<file path="src/design/gpio_pkg.sv">
// Purpose: Shared constants for the dual port GPIO with change detection.
// Assumes: AHB-Lite register access, 32-bit words, one register per word.
// Notes: Register indices are word indices; the byte address is four times the index.
package gpio_pkg;
    // Register indices (byte address = index * 4)
    localparam logic [7:0] IDX_SECOND_PORT_DATA = 8'h06;
    localparam logic [7:0] IDX_THIRD_PORT_PIN_DATA = 8'h07;
    localparam logic [7:0] IDX_INTERRUPT_CONTROL = 8'h0B;
    localparam logic [7:0] IDX_OPTION = 8'h81;
    localparam logic [7:0] IDX_SECOND_PORT_DIRECTION = 8'h86;
    localparam logic [7:0] IDX_THIRD_PORT_DIRECTION = 8'h87;
    // Field positions
    localparam int PULLUP_DISABLE_N_BIT = 7;
    localparam int PORT_CHANGE_FLAG_BIT = 0;
    localparam int PORT_CHANGE_ENABLE_BIT = 3;
    localparam int MONITOR_LO = 4;
    localparam int MONITOR_HI = 7;
    // Values after reset
    localparam logic [7:0] DIRECTION_RESET = 8'hFF;
    localparam logic [7:0] OPTION_RESET = 8'hFF;
    localparam logic [7:0] LATCH_RESET = 8'h00;
    // AHB encodings
    localparam logic [1:0] HTRANS_NONSEQ = 2'h2;
    localparam logic HRESP_OKAY = 1'b0;
endpackage : gpio_pkg

</file>
<file path="src/design/dual_port_gpio_change_detect.sv">
// Purpose: Two 8-bit bidirectional ports, pull-ups and upper-pin change detection on AHB-Lite.
// Assumes: Pins are asynchronous and pass two flip-flops; hclk is 50 MHz.
// Notes: Zero wait states; reads sample pins in the address phase, writes land after the data phase.
// Function
// - Second port: direction 1 tri-states the pin, 0 drives it from the latch.
// - Third port: direction 1 tri-states the pin, 0 drives it from the latch.
// - Second port data read returns pins; a write updates the latch and reloads the change reference.
// - Third port data read returns pins; a write loads the latch only.
// - Port writes read the pins, merge the change, store into the latch.
// - Clearing option bit 7 turns on together the pull-ups of all second-port pins that are inputs.
// - A pull-up is forced off while its pin is an output.
// - Pull-ups are off after power-on reset.
// - Change detection watches only the upper four pins that are inputs.
// - Each watched pin is compared with its value at the last port read or write.
// - Mismatches are ORed and set the change flag at interrupt control bit 0.
// - A pending change flag can wake the device from sleep.
// - A port read or write ends the mismatch; software then clears the flag.
// - A persisting mismatch keeps setting the flag; setting beats clearing.
// - A change coinciding with the port read still sets the flag.
// - The second port is eight bits wide with one direction bit per pin.
// - Writes take effect at cycle end; reads sample pins at cycle start.
`timescale 1ns/1ns
module dual_port_gpio_change_detect #(
    parameter int PORT_WIDTH = 8
) (
    input wire logic hclk,
    input wire logic hresetn,
    input wire logic hsel,
    input wire logic [31:0] haddr,
    input wire logic [1:0] htrans,
    input wire logic hwrite,
    input wire logic [2:0] hsize,
    input wire logic [31:0] hwdata,
    input wire logic hready,
    output logic [31:0] hrdata,
    output logic hreadyout,
    output logic hresp,
    input wire logic [PORT_WIDTH-1:0] second_pin_in,
    output logic [PORT_WIDTH-1:0] second_pin_out,
    output logic [PORT_WIDTH-1:0] second_pin_oe,
    output logic [PORT_WIDTH-1:0] second_pullup_en,
    input wire logic [PORT_WIDTH-1:0] third_pin_in,
    output logic [PORT_WIDTH-1:0] third_pin_out,
    output logic [PORT_WIDTH-1:0] third_pin_oe,
    output logic wake_req
);

    typedef struct packed {
        logic [PORT_WIDTH-1:0] second_sync1;
        logic [PORT_WIDTH-1:0] second_sync2;
        logic [PORT_WIDTH-1:0] third_sync1;
        logic [PORT_WIDTH-1:0] third_sync2;
        logic [PORT_WIDTH-1:0] second_latch;
        logic [PORT_WIDTH-1:0] second_dir;
        logic [PORT_WIDTH-1:0] third_latch;
        logic [PORT_WIDTH-1:0] third_dir;
        logic [7:0] option;
        logic [3:0] change_ref;
        logic change_flag;
        logic change_enable;
        logic wr_pend;
        logic [7:0] wr_idx;
        logic [31:0] rdata;
    } state_t;

    state_t st_r;
    state_t st_nxt;

    // Read-modify-write: unmasked bits take the sampled pin level, masked bits the new data.
    // A zero mask in hwdata[15:8] means a whole-port write.
    function automatic logic [PORT_WIDTH-1:0] rmw_merge(
        input logic [PORT_WIDTH-1:0] pins,
        input logic [31:0] wdata
    );
        logic [PORT_WIDTH-1:0] mask;
        mask = (wdata[15:8] == 8'h00) ? {PORT_WIDTH{1'b1}} : wdata[8 +: PORT_WIDTH];
        rmw_merge = (pins & ~mask) | (wdata[PORT_WIDTH-1:0] & mask);
    endfunction : rmw_merge

    function automatic logic [31:0] widen(input logic [PORT_WIDTH-1:0] v);
        widen = {{(32-PORT_WIDTH){1'b0}}, v};
    endfunction : widen

    logic accept;
    logic [7:0] addr_idx;
    logic [3:0] watched;
    logic mismatch;
    logic port_read;
    logic port_write;
    logic flag_clear;

    assign accept = hsel && hready && (htrans == gpio_pkg::HTRANS_NONSEQ);
    assign addr_idx = haddr[9:2];
    assign port_read = accept && !hwrite && (addr_idx == gpio_pkg::IDX_SECOND_PORT_DATA);
    assign port_write = st_r.wr_pend && (st_r.wr_idx == gpio_pkg::IDX_SECOND_PORT_DATA);
    assign flag_clear = st_r.wr_pend && (st_r.wr_idx == gpio_pkg::IDX_INTERRUPT_CONTROL)
        && !hwdata[gpio_pkg::PORT_CHANGE_FLAG_BIT];

    // Only upper pins that are inputs take part in the comparison
    assign watched = st_r.second_dir[gpio_pkg::MONITOR_HI:gpio_pkg::MONITOR_LO];
    assign mismatch = |((st_r.second_sync2[gpio_pkg::MONITOR_HI:gpio_pkg::MONITOR_LO]
        ^ st_r.change_ref) & watched);

    always_comb
    begin
        st_nxt = st_r;
        st_nxt.second_sync1 = second_pin_in;
        st_nxt.second_sync2 = st_r.second_sync1;
        st_nxt.third_sync1 = third_pin_in;
        st_nxt.third_sync2 = st_r.third_sync1;
        st_nxt.wr_pend = accept && hwrite;
        st_nxt.wr_idx = addr_idx;

        // Data phase of a write: the store lands at the end of the cycle
        if (st_r.wr_pend)
        begin
            case (st_r.wr_idx)
                gpio_pkg::IDX_SECOND_PORT_DATA:
                begin
                    st_nxt.second_latch = rmw_merge(st_r.second_sync2, hwdata);
                end
                gpio_pkg::IDX_THIRD_PORT_PIN_DATA:
                begin
                    st_nxt.third_latch = rmw_merge(st_r.third_sync2, hwdata);
                end
                gpio_pkg::IDX_SECOND_PORT_DIRECTION:
                begin
                    st_nxt.second_dir = hwdata[PORT_WIDTH-1:0];
                end
                gpio_pkg::IDX_THIRD_PORT_DIRECTION:
                begin
                    st_nxt.third_dir = hwdata[PORT_WIDTH-1:0];
                end
                gpio_pkg::IDX_OPTION:
                begin
                    st_nxt.option = hwdata[7:0];
                end
                gpio_pkg::IDX_INTERRUPT_CONTROL:
                begin
                    st_nxt.change_enable = hwdata[gpio_pkg::PORT_CHANGE_ENABLE_BIT];
                end
                default:
                begin
                    st_nxt.wr_pend = accept && hwrite;
                end
            endcase
        end

        // A read or write of the second port reloads the reference and so ends the mismatch.
        // The read samples in the address phase; a pin that moves in that same cycle still
        // mismatches the old reference, so its change is flagged as the reference reloads.
        if (port_read || port_write)
        begin
            st_nxt.change_ref = st_r.second_sync2[gpio_pkg::MONITOR_HI:gpio_pkg::MONITOR_LO];
        end

        // Set wins over the software clear, so the flag only clears once the mismatch ended
        if (mismatch)
        begin
            st_nxt.change_flag = 1'b1;
        end
        else if (flag_clear)
        begin
            st_nxt.change_flag = 1'b0;
        end

        // Read data is taken in the address phase, so pins are sampled at cycle start
        st_nxt.rdata = 32'h0000_0000;
        if (accept && !hwrite)
        begin
            case (addr_idx)
                gpio_pkg::IDX_SECOND_PORT_DATA: st_nxt.rdata = widen(st_r.second_sync2);
                gpio_pkg::IDX_THIRD_PORT_PIN_DATA: st_nxt.rdata = widen(st_r.third_sync2);
                gpio_pkg::IDX_SECOND_PORT_DIRECTION: st_nxt.rdata = widen(st_r.second_dir);
                gpio_pkg::IDX_THIRD_PORT_DIRECTION: st_nxt.rdata = widen(st_r.third_dir);
                gpio_pkg::IDX_OPTION: st_nxt.rdata = {24'h00_0000, st_r.option};
                gpio_pkg::IDX_INTERRUPT_CONTROL:
                begin
                    st_nxt.rdata[gpio_pkg::PORT_CHANGE_FLAG_BIT] = st_r.change_flag;
                    st_nxt.rdata[gpio_pkg::PORT_CHANGE_ENABLE_BIT] = st_r.change_enable;
                end
                default: st_nxt.rdata = 32'h0000_0000;
            endcase
        end
    end

    always_ff @(posedge hclk or negedge hresetn)
    begin
        if (!hresetn)
        begin
            st_r.second_sync1 <= '0;
            st_r.second_sync2 <= '0;
            st_r.third_sync1 <= '0;
            st_r.third_sync2 <= '0;
            st_r.second_latch <= gpio_pkg::LATCH_RESET;
            st_r.second_dir <= gpio_pkg::DIRECTION_RESET;
            st_r.third_latch <= gpio_pkg::LATCH_RESET;
            st_r.third_dir <= gpio_pkg::DIRECTION_RESET;
            st_r.option <= gpio_pkg::OPTION_RESET;
            st_r.change_ref <= 4'h0;
            st_r.change_flag <= 1'b0;
            st_r.change_enable <= 1'b0;
            st_r.wr_pend <= 1'b0;
            st_r.wr_idx <= 8'h00;
            st_r.rdata <= 32'h0000_0000;
        end
        else
        begin
            st_r <= st_nxt;
        end
    end

    assign hrdata = st_r.rdata;
    assign hreadyout = 1'b1;
    assign hresp = gpio_pkg::HRESP_OKAY;

    assign second_pin_out = st_r.second_latch;
    assign second_pin_oe = ~st_r.second_dir;
    assign third_pin_out = st_r.third_latch;
    assign third_pin_oe = ~st_r.third_dir;
    // Active-low enable; outputs never see a pull-up
    assign second_pullup_en = {PORT_WIDTH{~st_r.option[gpio_pkg::PULLUP_DISABLE_N_BIT]}}
        & st_r.second_dir;
    // Level request; the sleep controller decides whether it is asleep
    assign wake_req = st_r.change_flag && st_r.change_enable;
endmodule : dual_port_gpio_change_detect

</file>
<file path="config.mk">
export PLATFORM = sky130hd
export DESIGN_NAME = dual_port_gpio_change_detect
export DESIGN_NICKNAME = d
export VERILOG_FILES = /design/src/design/gpio_pkg.sv /design/src/design/dual_port_gpio_change_detect.sv
export SDC_FILE = /design/constraint.sdc
export NUM_CORES = 1
export LEC_CHECK = 0
export BUFFER_PORTS_ARGS = -buffer_cell sky130_fd_sc_hd__buf_4
export CAP_MARGIN = 20
export CORE_ASPECT_RATIO = 0.9
export CORE_MARGIN = 10
export CORE_UTILIZATION = 46
export CTS_BUF_LIST = sky130_fd_sc_hd__clkbuf_4 sky130_fd_sc_hd__clkbuf_8
export DETAILED_ROUTE_END_ITERATION = 7
export GPL_ROUTABILITY_DRIVEN = 0
export PLACE_DENSITY = 0.82
export SETUP_SLACK_MARGIN = 0.2
export SLEW_MARGIN = 20
export SYNTH_ARGS = -nofsm -noshare
export SYNTH_HDL_FRONTEND = slang
export SYNTH_SLANG_ARGS = --single-unit
</file>
<file path="constraint.sdc">
create_clock -name hclk -period 1.95 [get_ports hclk]
set_input_delay 0.195 -clock hclk [delete_from_list [all_inputs] [get_ports hclk]]
set_output_delay 0.195 -clock hclk [all_outputs]
set_load 0.05 [all_outputs]
</file>
Word level (Yosys, flattened, before mapping)
Index checks and enable logic that the tools add are counted.
{"block": "op_classes", "eq_ne": 13, "n_mux": 8, "n_bitwise": 12, "reduce_logical": 21}
{"op": "== test 8 bit (second input constant)", "n": 6}
{"op": "AND 8 bit", "n": 4}
{"op": "== test 8 x 3 -> 1 bit (second input constant)", "n": 4}
{"op": "NOT 8 bit", "n": 3}
{"op": "one-hot mux 4 bit (5 select lines)", "n": 1}
{"op": "== test 8 x 4 -> 1 bit (second input constant)", "n": 2}
{"op": "2-to-1 mux 8 bit", "n": 2}
{"op": "OR 8 bit", "n": 2}
{"op": "one-hot mux 1 bit (6 select lines)", "n": 2}
{"op": "AND reduction 2 bit", "n": 6}
{"op": "one-hot mux 2 bit (5 select lines)", "n": 1}
{"op": "logical AND 1 bit", "n": 9}
{"op": "logical NOT 8 bit", "n": 1}
{"op": "AND 4 bit", "n": 1}
{"op": "OR reduction 4 bit", "n": 1}
{"op": "bitwise XOR 4 bit", "n": 1}
{"op": "== test 2 bit (second input constant)", "n": 1}
{"op": "logical NOT 1 bit", "n": 2}
{"op": "2-to-1 mux 1 bit", "n": 2}
{"op": "nonzero test 2 bit", "n": 1}
{"op": "logical OR 1 bit", "n": 1}
{"op": "NOT 1 bit", "n": 1}
{"block": "totals", "ff_bits": 119, "in_bits": 90}

Logic depth before layout (Yosys ltp)
{"block": "depth", "ltp_word": 5, "depth_mapped": 5, "depth_no_buf": 4}

Least setup slack after synthesis
OpenSTA, ideal clock, no wires.
{"block": "synth_timing", "kind": "register to register", "from": "register st_r[37] (netlist bit)", "to": "register st_r[43] (netlist bit)", "setup_ps": 125, "t_arrival_ps": 1804, "path_slack_ps": 21, "path_stages_with_launch": 5, "n_path_buf": 0, "period_less_slack_ps": 1929, "path_cell_list": "dfrtp_1 > or4_4 > nor4b_4 > a31oi_4 > mux2_4"}
{"block": "synth_via", "elab_chain_len": 3}
{"item": "start, declared", "line_no": "dual_port_gpio_change_detect.sv:66", "rtl": "state_t st_r;"}
{"item": "start signal, assigned", "line_no": "dual_port_gpio_change_detect.sv:209", "rtl": "st_r <= st_nxt;"}
{"item": "== test 8 x 3 -> 1 bit", "line_no": "dual_port_gpio_change_detect.sv:95", "rtl": "assign port_write = st_r.wr_pend && (st_r.wr_idx == gpio_pkg::IDX_SECOND_PORT_DATA);"}
{"item": "logical AND 1 bit", "line_no": "dual_port_gpio_change_detect.sv:95"}
{"item": "logical OR 1 bit", "line_no": "dual_port_gpio_change_detect.sv:152", "rtl": "if (port_read || port_write)"}
No other way between the ends.
A chain may end at the register's enable or synchronous reset.

Final worst setup path
{"block": "layout_timing", "from": "register st_r[39] (netlist bit)", "to": "register st_r[41] (netlist bit)"}
{"block": "layout_via", "elab_chain_len": 2}
{"item": "== test 8 x 4 -> 1 bit", "line_no": "dual_port_gpio_change_detect.sv:117", "rtl": "case (st_r.wr_idx)"}
{"item": "AND reduction 2 bit (no source line)"}
No other way between the ends.

==> out/qor.txt <==
yosys warns = 0
synth cell count leaders = 71 x dfrtp_1, 50 x buf_4, 33 x nor2_1
Reg clk slew, reported paths = 90 ps
Initial Util = 0.468
Die X = 121 um
fmax = 529 MHz
Tcrit/Tclk final = 0.969
Starting DRT DRC Count = 163
share of layout cells above drive strength 1 = 0.404
relative slew slack = 0.612
number of global-route vias before repair = 3421
Final Util = 0.599
Seq/Total Area, Yosys = 0.566
cell taking the most area after synthesis = dfrtp_1
HPWL after DPL = 8550 um
worst slew pin tran = 583 ps
Tmin final = 1890 ps
max cap viols = 0
RSZ-0062 raised after global routing = true
htree depth = 3
Netlist Area Pre-Place = 0.00426 mm^2
syn_area_per_cell = 11.7 um^2
detailed-route via count = 3131
post-DR vias/cell = 5.18
Synth Register Bits = 95
I/O Pins = 165
global-route wire length before repair = 18200 um
nets@finish = 568
largest net degree at the start of global routing = 46
total negative setup slack = 0 ps
CP max FO = 3
Layout area overhead = 28.0%
P_leak = 0.00239 uW
clock root buffer = clkbuf_8
worst r2r src = st_r[39]
crit path from = st_r[39]
row count = 33
ranking of synthesized cells by area = dfrtp_1 42%, dfstp_2 15%, buf_4 8.8%
DRT Wirelength = 11600 um
critical path class = reg2reg
core footprint = 0.00908 mm^2
Syn Inst Count = 365
worst hold path class = in2reg
top_reg_cell synth = dfrtp_1
later-pin clock latency in the skew report = 370 ps
power per cell area = 718 mW/mm^2
# diodes = 0
clock tree sinks = 95
total gr overflow = 0
CP Data Required Time = 2200 ps
count leader, synth = dfrtp_1
Slew Viols, Final = 0
FFs w/ async S/R, synth = 1.00
HP Start = haddr[4]
Setup Viol. Count Final = 0
Distinct cells, synth = 42
CTS tree = done
die span in y = 111 um
length of the first detailed-routing pass in iterations = 4
TritonCTS Buffers = 9
Bufs on Longest Clock Path = 2
I/O Buffers = 95
startpoint types = register
DR WL/cell = 19.2 um
antenna-violating nets left = 0
GRT Overall Usage = 0.172
status = finished clean
DRC Markers = 0
pre-CTS setup slack = 16.6 ps
initial antenna violation count = 0
Max IR drop VDD = 0.408 mV
Crit. End Element = register
Hold Fails Final Rpt = 0
Setup Skew = 12.1 ps
crit path DAT = 2140 ps
post-route setup slack = 61.1 ps
Post-synth EDFFs = 0
die footprint = 0.0135 mm^2
Synth top area share = 0.418
flip-flops by register name, summed over array words and instances (netlist names):
signal and flops:
st_r 55, st_nxt 16, hrdata 8, second_pin_out 8
third_pin_out 8
stage by stage:
stage	power (uW)	cells	hold slack [ps]	cell area (um^2)
CTS	3940	604	6.63	5420
global placement	2450	563	219	4920
global route	4050	605	8.66	5450
finish	3910	605	17.7	5450
detailed placement	2470	563	233	4920
floorplan	2330	389	-101	4350
final cells by class:
type / instances / area (um^2)
Fill cell: 755 / 3640
Clock buffer: 10 / 131
Clock inverter: 6 / 93.8
Tap cell: 122 / 153
Inverter: 18 / 67.6
Multi-Input combinational cell: 219 / 1490
Sequential cell: 95 / 2410
Timing Repair Buffer: 135 / 1100
cell usage in the layout (no fill, tap or decap), types with 5 or more instances in the layout:
cell type	instances
clkbuf_8	9
dlygate4sd3_1	22
mux2i_1	8
o21ai_0	6
buf_4	109
conb_1	26
nor2_1	33
a31oi_1	13
dfrtp_1	71
inv_1	18
nor3_1	8
a21oi_1	15
dfstp_2	24
nand2_1	25
o2bb2ai_1	5
mux2_2	26
timing repair:
item	CTS	global route
pin swaps	0	2
setup endpoints to repair	16	34
cloned	1	0
buffers inserted	2	1
resized for setup	6	5
hold buffers	22	0
hold endpoints to repair	49	0
layer usage:
| metal | global-route usage | wire length, um | vias to the layer above |
|---|---|---|---|
| li1 | - | - | 1409 |
| met1 | 0.200 | 4550 | 1585 |
| met2 | 0.286 | 5780 | 126 |
| met3 | 0.0642 | 1140 | 11 |
| met4 | 0.0540 | 120 | 0 |
| met5 | 0 | 0 | - |
logic make-up (layout without fill, tap and decap cells):
logic type / after synthesis / after routing / synth area share
AOI/OAI and AO/OA: 57 / 57 / 0.0882
xor gates and xnor gates: 4 / 4 / 0.00823
buffers and inverters: 75 / 169 / 0.112
DFF: 95 / 95 / 0.566
muxes: 40 / 40 / 0.107
other: 2 / 26 / 0.00176
and+or+nand+nor: 92 / 92 / 0.117
path summary, 6_finish.rpt:
kind	cells past startpoint	slack (ps)	to
max	3	60	st_r[41]
min	1	20	st_r[34]
max reg2reg	3	60	st_r[41]
min reg2reg	0	350	st_r[104]
max in group asynchronous	3	890	st_r[76]
min in group asynchronous	2	350	st_nxt[94]
worst max-delay path, cell delays in order, from the launching register on:
cell,delay [ps]
dfrtp_1,390
or4_4,580
or3_1,460
mux2_1,340
power breakdown:
part | internal [uW] | switching, uW
Sequential | 2020 | 30.7
Combinational | 144 | 273
Clock | 745 | 696
Power figures use the tool's default switching activity.
